$ cat src/logic/rpd_pkg.sv
package rpd_pkg;

    // Instruction codes that enter the two low-power states.
    localparam logic [7:0]  OPC_STOP       = 8'h7f;
    localparam logic [7:0]  OPC_IDLE       = 8'h6f;

    // Start address slots fetched after a reset stabilisation interval.
    localparam logic [15:0] RESET_VECTOR   = 16'h0100;
    localparam logic [15:0] RESET_VECTOR_2 = 16'h0101;

    // Basic timer control layout and reset value.
    localparam logic [7:0]  TMR_CTRL_RST   = 8'h00;
    localparam logic [3:0]  WDT_OFF_KEY    = 4'ha;
    localparam int          BT_KEY_LSB     = 4;
    localparam int          BT_STAB_LSB    = 2;
    localparam int          BT_CLEAR_BIT   = 1;

    // Clock divider control layout and reset value; wake bit low means wake enabled.
    localparam logic [7:0]  DIV_CTRL_RST   = 8'h00;
    localparam logic [7:0]  DIV_CTRL_MASK  = 8'h98;
    localparam int          CK_WAKE_BIT    = 7;
    localparam int          CK_DIV_LSB     = 3;

    // Divider selections and the last count of each division.
    localparam logic [1:0]  DIV_BY16       = 2'b00;
    localparam logic [1:0]  DIV_BY8        = 2'b01;
    localparam logic [1:0]  DIV_BY2        = 2'b10;
    localparam logic [3:0]  DIV16_LAST     = 4'hf;
    localparam logic [3:0]  DIV8_LAST      = 4'h7;
    localparam logic [3:0]  DIV2_LAST      = 4'h1;
    localparam logic [3:0]  DIV1_LAST      = 4'h0;

    // Clock rate and the oscillator settling interval in oscillator cycles.
    localparam int          CLK_HZ         = 25_000_000;
    localparam int          CLK_PERIOD_NS  = 1_000_000_000 / CLK_HZ;
    localparam int          OSC_STAB_CYC   = 65536;
    localparam int          WDT_CYC        = 262144;
    localparam int          CNT_W          = 20;

    // Sequencer states, one-hot.
    typedef enum logic [5:0]
    {
        ST_RESET = 6'b000001,
        ST_STAB  = 6'b000010,
        ST_RUN   = 6'b000100,
        ST_STOP  = 6'b001000,
        ST_IDLE  = 6'b010000,
        ST_WAKE  = 6'b100000
    } rpd_state_type;

endpackage : rpd_pkg

$ cat src/logic/rpd_sync.sv
`timescale 1ns/1ps
module rpd_sync #(
    parameter int W = 1
) (
    input  wire logic         clk,
    input  wire logic         arst_n,
    input  wire logic         clk_en,
    input  wire logic [W-1:0] async_in,
    output logic      [W-1:0] sync_out
);

    logic [W-1:0] meta_q;

    // Two flip-flops per bit; the first stage feeds only the second.
    for (genvar i = 0; i < W; i++)
    begin : g_bit
        always_ff @(posedge clk or negedge arst_n)
        begin
            if (!arst_n)
            begin
                meta_q[i]   <= 1'b0;
                sync_out[i] <= 1'b0;
            end
            else if (clk_en)
            begin
                meta_q[i]   <= async_in[i];
                sync_out[i] <= meta_q[i];
            end
        end
    end

endmodule : rpd_sync

$ cat src/logic/rpd_top.sv
// Contract
// [RQ1] Config bit picks internal droop reset or external pin; internal frees pin as port.
// [RQ2] Reset enters from power-on, reset pin low, watchdog timeout or supply droop.
// [RQ3] External reset input is synchronised to the clock before use.
// [RQ4] External driver holds reset pin low for the oscillator settling time.
// [RQ5] Reset pin low during run starts reset, loading control registers to defaults.
// [RQ6] Watchdog counter overflow without refresh asserts an internal reset.
// [RQ7] Droop below threshold holds static reset until supply rises again.
// [RQ8] Writing 1010B to basic timer control upper nibble disables the watchdog.
// [RQ9] Software sets stabilisation length before Stop; device applies it on exit.
// [RQ10] Reset disables interrupts, enables watchdog, makes ports input, inits peripherals.
// [RQ11] Reset loads start vector 0100H; after stabilisation the CPU fetches and runs.
// [RQ12] Opcode 7FH enters Stop: oscillator halts, everything stops, registers kept.
// [RQ13] Reset out of Stop resets controls, keeps data, selects divide by 16.
// [RQ14] Only filtered external or externally clocked interrupts end Stop.
// [RQ15] Interrupt out of Stop leaves all control registers and divider unchanged.
// [RQ16] After Stop wake the interrupt is served, then execution follows Stop.
// [RQ17] Opcode 6FH enters Idle: only CPU clock gated, timers and ports keep going.
// [RQ18] Reset ends Idle like Stop; with interrupts masked reset is the only exit.
// [RQ19] Any enabled interrupt ends Idle keeping divider, serves it, resumes after.
// [RQ20] Software disables the converter before Stop or Idle to limit current.
// [RQ21] Clock control bit 7 gates external interrupt wake from Stop; reset enables it.
// [RQ22] Divider select chooses oscillator undivided, or divided by 2, 8 or 16.
// [RQ23] After interrupt wake from Stop, CPU clock stays off until stabilisation ends.
`timescale 1ns/1ps
module rpd_top #(
    parameter int STAB_CYCLES = rpd_pkg::OSC_STAB_CYC,
    parameter int WDT_CYCLES  = rpd_pkg::WDT_CYC
) (
    input  wire logic       clk,
    input  wire logic       arst_n,
    input  wire logic       clk_en,
    input  wire logic       por_n,
    input  wire logic       reset_pin_n,
    input  wire logic       supply_droop_reset,
    input  wire logic       opt_internal_reset,
    input  wire logic [1:0] filtered_external_irq,
    input  wire logic       ext_clocked_irq,
    input  wire logic       irq_enabled_any,
    input  wire logic       cpu_exec,
    input  wire logic [7:0] cpu_opcode,
    input  wire logic       basic_timer_control_wr,
    input  wire logic [7:0] basic_timer_control_wdata,
    input  wire logic       clock_divider_control_wr,
    input  wire logic [7:0] clock_divider_control_wdata,
    output logic [7:0]      basic_timer_control_q,
    output logic [7:0]      clock_divider_control_q,
    output logic            ctrl_reset_q,
    output logic            data_reset_q,
    output logic            fetch_start_q,
    output logic            irq_service_q,
    output logic            osc_run_q,
    output logic            cpu_clk_en_q,
    output logic            in_stop_q,
    output logic            in_idle_q,
    output logic            watchdog_en_q,
    output logic            reset_pin_is_port_q,
    output logic            wdt_ovf_q
);

    localparam logic [rpd_pkg::CNT_W-1:0] STAB_LEN = rpd_pkg::CNT_W'(STAB_CYCLES);
    localparam logic [rpd_pkg::CNT_W-1:0] WDT_LAST = rpd_pkg::CNT_W'(WDT_CYCLES - 1);

    rpd_pkg::rpd_state_type     state_q;
    rpd_pkg::rpd_state_type     state_d;
    logic [5:0]                 pin_s;
    logic                       por_s;
    logic                       rpin_s;
    logic                       droop_s;
    logic [1:0]                 xirq_s;
    logic                       xclk_irq_s;
    logic                       opt_q;
    logic                       rst_src;
    logic                       stop_wake;
    logic                       keep_d;
    logic                       keep_q;
    logic [rpd_pkg::CNT_W-1:0]  stab_cnt_q;
    logic [rpd_pkg::CNT_W-1:0]  stab_last;
    logic                       stab_done;
    logic [rpd_pkg::CNT_W-1:0]  wdt_cnt_q;
    logic                       wdt_on;
    logic [3:0]                 div_cnt_q;
    logic [3:0]                 div_last;
    logic                       div_tick;
    logic                       is_stop_op;
    logic                       is_idle_op;

    // Pins and signals from other clocks pass two flip-flops first.
    rpd_sync #(
        .W (6)
    ) u_sync (
        .clk      (clk),
        .arst_n   (arst_n),
        .clk_en   (clk_en),
        .async_in ({ext_clocked_irq, filtered_external_irq, supply_droop_reset, reset_pin_n, por_n}),
        .sync_out (pin_s)
    ); // RQ3

    assign por_s      = pin_s[0];
    assign rpin_s     = pin_s[1];
    assign droop_s    = pin_s[2];
    assign xirq_s     = pin_s[4:3];
    assign xclk_irq_s = pin_s[5];

    // The pin counts only when the external source is selected; droop only when internal.
    assign rst_src = !por_s || (!opt_q && !rpin_s) || (opt_q && droop_s) || wdt_ovf_q; // RQ1 RQ2 RQ5 RQ6 RQ7

    // An interrupt ends Stop only on filtered pins gated by the wake bit, or externally clocked sources.
    assign stop_wake = (|xirq_s && !clock_divider_control_q[rpd_pkg::CK_WAKE_BIT])
                     || xclk_irq_s; // RQ14 RQ21

    assign is_stop_op = cpu_exec && cpu_clk_en_q && (cpu_opcode == rpd_pkg::OPC_STOP);
    assign is_idle_op = cpu_exec && cpu_clk_en_q && (cpu_opcode == rpd_pkg::OPC_IDLE);

    // Stabilisation length is the programmed fraction of the settling interval.
    assign stab_last = (STAB_LEN >> {basic_timer_control_q[rpd_pkg::BT_STAB_LSB +: 2], 1'b0})
                     - rpd_pkg::CNT_W'(1); // RQ9 RQ11
    assign stab_done = (stab_cnt_q == stab_last);

    assign wdt_on = (basic_timer_control_q[rpd_pkg::BT_KEY_LSB +: 4] != rpd_pkg::WDT_OFF_KEY); // RQ8

    // Next state; any reset source wins over every other event.
    always_comb
    begin
        state_d = state_q;
        case (state_q)
            rpd_pkg::ST_RESET: if (!rst_src) state_d = rpd_pkg::ST_STAB;
            rpd_pkg::ST_STAB:  if (stab_done) state_d = rpd_pkg::ST_RUN; // RQ11
            rpd_pkg::ST_RUN:
            begin
                if (is_stop_op)
                    state_d = rpd_pkg::ST_STOP; // RQ12
                else if (is_idle_op)
                    state_d = rpd_pkg::ST_IDLE; // RQ17
            end
            rpd_pkg::ST_STOP:  if (stop_wake) state_d = rpd_pkg::ST_WAKE; // RQ14
            rpd_pkg::ST_IDLE:  if (irq_enabled_any) state_d = rpd_pkg::ST_RUN; // RQ18 RQ19
            rpd_pkg::ST_WAKE:  if (stab_done) state_d = rpd_pkg::ST_RUN; // RQ23
            default:           state_d = rpd_pkg::ST_RESET;
        endcase
        if (rst_src)
            state_d = rpd_pkg::ST_RESET; // RQ2 RQ13 RQ18
    end

    // Data survives a reset that ends Stop or Idle, but not a power-on.
    always_comb
    begin
        keep_d = 1'b0;
        if (state_q == rpd_pkg::ST_STOP || state_q == rpd_pkg::ST_IDLE)
            keep_d = por_s; // RQ13 RQ18
        else if (state_q == rpd_pkg::ST_RESET)
            keep_d = keep_q && por_s;
    end

    // Sequencer state register.
    always_ff @(posedge clk or negedge arst_n)
    begin
        if (!arst_n)
            state_q <= rpd_pkg::ST_RESET;
        else if (clk_en)
            state_q <= state_d;
    end

    // Status outputs registered from the next state.
    always_ff @(posedge clk or negedge arst_n)
    begin
        if (!arst_n)
        begin
            keep_q        <= 1'b0;
            ctrl_reset_q  <= 1'b1;
            data_reset_q  <= 1'b1;
            fetch_start_q <= 1'b0;
            irq_service_q <= 1'b0;
            osc_run_q     <= 1'b1;
            in_stop_q     <= 1'b0;
            in_idle_q     <= 1'b0;
        end
        else if (clk_en)
        begin
            keep_q        <= keep_d;
            ctrl_reset_q  <= (state_d == rpd_pkg::ST_RESET); // RQ5 RQ10
            data_reset_q  <= (state_d == rpd_pkg::ST_RESET) && !keep_d; // RQ10 RQ13
            fetch_start_q <= (state_q == rpd_pkg::ST_STAB) && (state_d == rpd_pkg::ST_RUN); // RQ11
            irq_service_q <= (state_q == rpd_pkg::ST_WAKE || state_q == rpd_pkg::ST_IDLE)
                          && (state_d == rpd_pkg::ST_RUN); // RQ16 RQ19
            osc_run_q     <= (state_d != rpd_pkg::ST_STOP); // RQ12
            in_stop_q     <= (state_d == rpd_pkg::ST_STOP);
            in_idle_q     <= (state_d == rpd_pkg::ST_IDLE); // RQ17
        end
    end

    // Configuration bit is caught while reset is held, so it is steady afterwards.
    always_ff @(posedge clk or negedge arst_n)
    begin
        if (!arst_n)
            opt_q <= 1'b0;
        else if (clk_en && state_q == rpd_pkg::ST_RESET)
            opt_q <= opt_internal_reset; // RQ1
    end

    assign reset_pin_is_port_q = opt_q; // RQ1

    // Control registers: defaults during reset, software writes only while running.
    always_ff @(posedge clk or negedge arst_n)
    begin
        if (!arst_n)
        begin
            basic_timer_control_q   <= rpd_pkg::TMR_CTRL_RST;
            clock_divider_control_q <= rpd_pkg::DIV_CTRL_RST;
        end
        else if (clk_en)
        begin
            if (state_q == rpd_pkg::ST_RESET)
            begin
                basic_timer_control_q   <= rpd_pkg::TMR_CTRL_RST; // RQ5 RQ10
                clock_divider_control_q <= rpd_pkg::DIV_CTRL_RST; // RQ13 RQ18 RQ21
            end
            else if (state_q == rpd_pkg::ST_RUN) // RQ15
            begin
                if (basic_timer_control_wr)
                    basic_timer_control_q <= basic_timer_control_wdata; // RQ8 RQ9
                if (clock_divider_control_wr)
                    clock_divider_control_q <= clock_divider_control_wdata & rpd_pkg::DIV_CTRL_MASK;
            end
        end
    end

    // Watchdog enable follows the key nibble; it is on after every reset.
    always_ff @(posedge clk or negedge arst_n)
    begin
        if (!arst_n)
            watchdog_en_q <= 1'b1;
        else if (clk_en)
            watchdog_en_q <= (state_q == rpd_pkg::ST_RESET) || wdt_on; // RQ10
    end

    // Stabilisation counter runs after reset and after an interrupt wake from Stop.
    always_ff @(posedge clk or negedge arst_n)
    begin
        if (!arst_n)
            stab_cnt_q <= '0;
        else if (clk_en)
        begin
            if ((state_q == rpd_pkg::ST_STAB || state_q == rpd_pkg::ST_WAKE) && !stab_done)
                stab_cnt_q <= stab_cnt_q + rpd_pkg::CNT_W'(1); // RQ9 RQ23
            else
                stab_cnt_q <= '0;
        end
    end

    // Watchdog counts in Run and Idle; a refresh write restarts it.
    always_ff @(posedge clk or negedge arst_n)
    begin
        if (!arst_n)
        begin
            wdt_cnt_q <= '0;
            wdt_ovf_q <= 1'b0;
        end
        else if (clk_en)
        begin
            wdt_ovf_q <= 1'b0;
            if (state_q != rpd_pkg::ST_RUN && state_q != rpd_pkg::ST_IDLE)
                wdt_cnt_q <= '0;
            else if (state_q == rpd_pkg::ST_RUN && basic_timer_control_wr
                     && basic_timer_control_wdata[rpd_pkg::BT_CLEAR_BIT])
                wdt_cnt_q <= '0;
            else if (wdt_cnt_q == WDT_LAST)
            begin
                wdt_cnt_q <= '0;
                wdt_ovf_q <= wdt_on; // RQ6 RQ8
            end
            else
                wdt_cnt_q <= wdt_cnt_q + rpd_pkg::CNT_W'(1);
        end
    end

    // Last divider count for the selected CPU clock rate.
    always_comb
    begin
        case (clock_divider_control_q[rpd_pkg::CK_DIV_LSB +: 2])
            rpd_pkg::DIV_BY16: div_last = rpd_pkg::DIV16_LAST;
            rpd_pkg::DIV_BY8:  div_last = rpd_pkg::DIV8_LAST;
            rpd_pkg::DIV_BY2:  div_last = rpd_pkg::DIV2_LAST;
            default:           div_last = rpd_pkg::DIV1_LAST;
        endcase
    end

    assign div_tick = (div_cnt_q >= div_last); // RQ22

    // CPU clock enable pulses only in Run; Idle and Stop gate it off.
    always_ff @(posedge clk or negedge arst_n)
    begin
        if (!arst_n)
        begin
            div_cnt_q    <= '0;
            cpu_clk_en_q <= 1'b0;
        end
        else if (clk_en)
        begin
            if (state_q != rpd_pkg::ST_RUN || div_tick)
                div_cnt_q <= '0;
            else
                div_cnt_q <= div_cnt_q + 4'h1;
            cpu_clk_en_q <= (state_q == rpd_pkg::ST_RUN) && (state_d == rpd_pkg::ST_RUN)
                         && div_tick; // RQ17 RQ22 RQ23
        end
    end

    // Droop with the internal source chosen holds reset.
    a_droop_holds_reset: assert property (@(posedge clk) disable iff (!arst_n)
        clk_en && opt_q && droop_s |=> state_q == rpd_pkg::ST_RESET) // RQ7
        else $error("droop did not hold reset");

    // Pin ignored when the internal source is chosen.
    a_pin_port_mode: assert property (@(posedge clk) disable iff (!arst_n)
        clk_en && opt_q && por_s && !droop_s && !wdt_ovf_q && !rpin_s && state_q == rpd_pkg::ST_RUN
        |=> state_q != rpd_pkg::ST_RESET) // RQ1
        else $error("reset pin acted in port mode");

    // Stop opcode halts the oscillator next cycle.
    a_stop_entry: assert property (@(posedge clk) disable iff (!arst_n)
        clk_en && state_q == rpd_pkg::ST_RUN && is_stop_op && !rst_src
        |=> in_stop_q && !osc_run_q && !cpu_clk_en_q) // RQ12
        else $error("stop entry wrong");

    // Key nibble suppresses watchdog overflow.
    a_wdt_key_off: assert property (@(posedge clk) disable iff (!arst_n)
        clk_en && basic_timer_control_q[rpd_pkg::BT_KEY_LSB +: 4] == rpd_pkg::WDT_OFF_KEY |=> !wdt_ovf_q) // RQ8
        else $error("watchdog fired while disabled");

    // Watchdog overflow forces reset.
    a_wdt_resets: assert property (@(posedge clk) disable iff (!arst_n)
        clk_en && wdt_ovf_q |=> state_q == rpd_pkg::ST_RESET && ctrl_reset_q) // RQ6
        else $error("watchdog overflow without reset");

    // Reset returns the divider to divide by 16 and enables wake.
    a_reset_div16: assert property (@(posedge clk) disable iff (!arst_n)
        clk_en && state_q == rpd_pkg::ST_RESET |=> clock_divider_control_q == rpd_pkg::DIV_CTRL_RST) // RQ13
        else $error("reset left divider set");

    // Interrupt wake from Stop keeps the clock divider control register.
    a_stop_keeps_ctrl: assert property (@(posedge clk) disable iff (!arst_n)
        state_q == rpd_pkg::ST_STOP && !rst_src |=> $stable(clock_divider_control_q)) // RQ15
        else $error("stop wake changed controls");

    // Without a qualified source Stop persists.
    a_stop_no_wake: assert property (@(posedge clk) disable iff (!arst_n)
        clk_en && state_q == rpd_pkg::ST_STOP && !rst_src && !stop_wake |=> state_q == rpd_pkg::ST_STOP) // RQ14
        else $error("stop ended without qualified source");

    // Enabled interrupt ends Idle and is served next cycle.
    a_idle_wake: assert property (@(posedge clk) disable iff (!arst_n)
        clk_en && state_q == rpd_pkg::ST_IDLE && irq_enabled_any && !rst_src
        |=> state_q == rpd_pkg::ST_RUN && irq_service_q) // RQ19
        else $error("idle wake not taken");

    // CPU clock stays off during post-wake stabilisation.
    a_wake_cpu_off: assert property (@(posedge clk) disable iff (!arst_n)
        state_q == rpd_pkg::ST_WAKE |-> !cpu_clk_en_q && !irq_service_q) // RQ23
        else $error("cpu clock ran during stabilisation");

endmodule : rpd_top

$ cat config.mk
export PLATFORM = sky130hd
export DESIGN_NAME = rpd_top
export DESIGN_NICKNAME = d
export VERILOG_FILES = /design/src/logic/rpd_pkg.sv /design/src/logic/rpd_sync.sv /design/src/logic/rpd_top.sv
export SDC_FILE = /design/constraint.sdc
export NUM_CORES = 1
export LEC_CHECK = 0
export ABC_AREA = 1
export BUFFER_PORTS_ARGS = -buffer_cell sky130_fd_sc_hd__buf_2
export CAP_MARGIN = 15
export CORE_ASPECT_RATIO = 1.4
export CORE_MARGIN = 2
export CORE_UTILIZATION = 40
export DETAILED_ROUTE_END_ITERATION = 10
export REMOVE_ABC_BUFFERS = 1
export SETUP_SLACK_MARGIN = 0.4
export SYNTH_ARGS = -nofsm -noshare
export SYNTH_HDL_FRONTEND = slang
export SYNTH_SLANG_ARGS = --single-unit
$ cat constraint.sdc
create_clock -name clk -period 1.8 [get_ports clk]
set_input_delay 0 -clock clk [delete_from_list [all_inputs] [get_ports clk]]
set_output_delay 0 -clock clk [all_outputs]
set_load 0.05 [all_outputs]
==> flow_metrics.env <==
export IMPL_finalHoldWorstSlack_ns=0.0544
export IMPL_num_vias=4530
export IMPL_first_global_vias=4419
export IMPL_per_cell_routed_wire_length_um=14.7
export IMPL_synth_yosys_warnings=0
export IMPL_clockBufferDepth=2
export IMPL_timing_critical_path_slowest_stage_cell="dfrtp_1"
export IMPL_commonest_non_fill_non_tap_cell_in_the_layout="nand2_1"
export IMPL_path_delay_family="simple AND/OR/NAND/NOR gates"
export IMPL_detailedRoute_firstPassIterationCount=4
export IMPL_static_leakage_power_nw=3.06
export IMPL_synth_flop_cell="dfrtp_1"
export IMPL_top_usage_layer="met2"
export IMPL_gr_usage_met3_pct=3.66
export IMPL_initial_utilization_pct=41.2
export IMPL_synthesis_area_per_instance_um2=7.99
export IMPL_asyncSetResetFlopFracSynth_pct=100
export IMPL_start_kind="flip-flop"
export IMPL_antenna_left=0
export IMPL_layout_drive_gt1_share_pct=39.0
export IMPL_n_fill_cell=1015
export IMPL_final_max_slew_viol_count=0
export IMPL_antenna_found_initial=0
export IMPL_critPathMaxStageDelay_ns=0.42
export IMPL_status="finished clean"
export IMPL_worst_path_max_fanout=6
export IMPL_gr_usage_met2_pct=36.0
export IMPL_multi_input_comb_area_um2=2790
export IMPL_io_pins=65
export IMPL_clock_skew_ns=0.00983
export IMPL_critical_path_required_ns=2.03
export IMPL_data_arrival_time_of_the_critical_path_ns=1.88
export IMPL_dpl_instance_area_um2=5210
export IMPL_fp_coreArea_um2=11400
export IMPL_finalNetCount=770
export IMPL_finalCritPeriodShare_pct=91.7
export IMPL_cts_tree="yes"
export IMPL_clkLatencyLatePin_ns=0.34
export IMPL_max_vdd_ir_drop_mv=0.456
export IMPL_wl_um=12900
export IMPL_finalSetupViolations=0
export IMPL_synthToLayoutAreaGrowth_pct=41.6
export IMPL_final_core_util_pct=58.4
export IMPL_cts_root_cell="clkbuf_16"
export IMPL_num_antenna_cells=0
export IMPL_hold_viol_final=0
export IMPL_grt_pass1_wl_um=21000
export IMPL_synth_cell_area_um2=4700
export IMPL_fmax_ghz=0.606
export IMPL_yosysUniqueCellTypes=45
export IMPL_cts_htree_levels=3
export IMPL_layout_cells_most_common_list="140 x nand2_1, 77 x dfrtp_1, 54 x buf_2, 50 x buf_4, 44 x inv_1"
export IMPL_worstSetupEndpointType="flip-flop"
export IMPL_globalplace_congestion=0.876
export IMPL_hold_path_class="primary input to flip-flop"
export IMPL_dieArea_um2=12600
export IMPL_global_route_usage_sum_pct=21.0
export IMPL_crit_type="flip-flop to flip-flop"
export IMPL_final_setup_tns_ns=0
export IMPL_clk_sink_count=85
export IMPL_grt_start_max_net_pins=40
export IMPL_tightestPinTransition_ns=0.535
export IMPL_rsz0062_at_grt="yes"
export IMPL_port_buffers=54
export IMPL_p_total_w=0.00429
export IMPL_synth_edf_count=0
export IMPL_gr_usage_met1_pct=26.1
export IMPL_synth_seq_cells=85
export IMPL_register_area_um2=2140
export IMPL_relSlewSlack_pct=64.3
export IMPL_max_cap_violations=0
export IMPL_die_width_um=95.6
export IMPL_power_density_nw_per_um2=644
export IMPL_cell_row_count=46
export IMPL_minimum_period_implied_by_the_final_worst_setup_slack_ns=1.65
export IMPL_drcViolationCount=0
export IMPL_cts_made_buffers=9
export IMPL_dpl_hpwl_um=8330
export IMPL_vias_per_cell=5.18
export IMPL_synth_yosys_seq_area_share_pct=45.4
export IMPL_worstPathCellList="nor2_2 -> o21ai_0 -> nand2_1 -> nand2_1 -> nor2_4 -> nand3_4 -> nand2_4 -> buf_12 -> nand2_8 -> nor3b_2"
export IMPL_grt_ovfl_total=0
export IMPL_finalInstanceArea_um2=6660
export IMPL_clk_transition_reported_paths_ns=0.07
export IMPL_fp_dieH_um=132
export IMPL_synthesized_instance_count=588
export IMPL_critical_path_most_common_cell="nand2_1"
export IMPL_critical_path_buf_inv_count=1
export IMPL_initialDrtViolationCount=236
worst register-to-register path, stage by stage (launching register included):
cell and delay (ns):
dfrtp_1 0.42, nor2_2 0.14, o21ai_0 0.09, nand2_1 0.10
nand2_1 0.10, nor2_4 0.14, nand3_4 0.10, nand2_4 0.10
buf_12 0.13, nand2_8 0.07, nor3b_2 0.16
metal layers:
| layer | vias to the layer above | wire, um |
|---|---|---|
| li1 | 2190 | - |
| met1 | 2193 | 5190 |
| met2 | 115 | 6760 |
| met3 | 32 | 526 |
| met4 | 0 | 418 |
| met5 | - | 0 |
final timing paths:
check                                            start                        to  slack (ns)  cells after the start
worst min register to register        u_sync.meta_q[4]          u_sync.meta_q[4]        0.47                      2
min in group asynchronous                       arst_n              div_cnt_q[2]        0.19                      2
worst max register to register          stab_cnt_q[15]             stab_cnt_q[4]        0.15                     10
max in group asynchronous                       arst_n                state_q[0]        0.93                      3
worst min-delay path            basic_timer_control_wr  basic_timer_control_q[3]        0.05                      3
worst max-delay path                    stab_cnt_q[15]             stab_cnt_q[4]        0.15                     10
where the power goes:
group / internal [W] / switching [W] / leakage, nW
clock network: 0.000969 / 0.000757 / 0.129
logic: 0.000200 / 0.000352 / 1.79
registers: 0.00197 / 0.0000372 / 1.14
registers in the layout, summed over array words and instances (netlist names), 3 cells and up:
register and count:
stab_cnt_q 20, wdt_cnt_q 20, basic_timer_control_q 8, state_q 6, u_sync.meta_q 6, u_sync.sync_out 6
div_cnt_q 4, clock_divider_control_q 3
per-stage QoR:
step	std cells	worst slack [ns]
after floorplan	571	0.0339
after global placement	789	0.0891
after detailed placement	789	-0.0100
after CTS	864	0.154
after global routing	874	0.0495
final	874	0.149
cell families (layout without fill, tap and decap cells):
group / count (synthesis) / in the layout / share of synthesized area [%]
muxes: 2 / 2 / 0.719
xor gates and xnor gates: 21 / 21 / 3.91
and+or+nand+nor: 323 / 326 / 31.2
DFF: 85 / 85 / 45.4
buffers and inverters: 79 / 214 / 7.51
AOI/OAI and AO/OA: 70 / 70 / 9.29
other: 1 / 5 / 0.0798
adders and majority gates: 7 / 7 / 1.86
Yosys cell counts (all sizes together), types with 7 or more instances:
| cell | instances | area [um^2] |
|---|---|---|
| a21oi | 22 | 110 |
| buf | 14 | 109 |
| clkbuf | 7 | 26.3 |
| dfrtp | 80 | 2000 |
| ha | 7 | 87.6 |
| inv | 58 | 218 |
| nand2 | 174 | 686 |
| nand3 | 46 | 250 |
| nand4 | 14 | 87.6 |
| nor2 | 65 | 267 |
| nor3 | 8 | 62.6 |
| o21ai | 30 | 150 |
| o22ai | 11 | 125 |
| xor2 | 17 | 149 |
area by class of cell:
type | instances | share of cell area, %
clock inverters | 4 | 0.376
multi-input cells | 431 | 42.0
inverters | 58 | 3.31
repair buffers | 140 | 15.8
clock buffers | 12 | 3.70
flip-flops and latches | 85 | 32.1
well taps | 144 | 2.71
timing repair:
action / in CTS / in global routing
pin swaps: 32 / 46
buffers inserted: 36 / 9
cloned: 3 / 1
endpoints found under the setup margin: 69 / 71
resized for setup: 120 / 45
hold buffers: 20 / 0
hold endpoints to repair: 54 / 0
No activity file was read; power rests on OpenSTA's default activity.
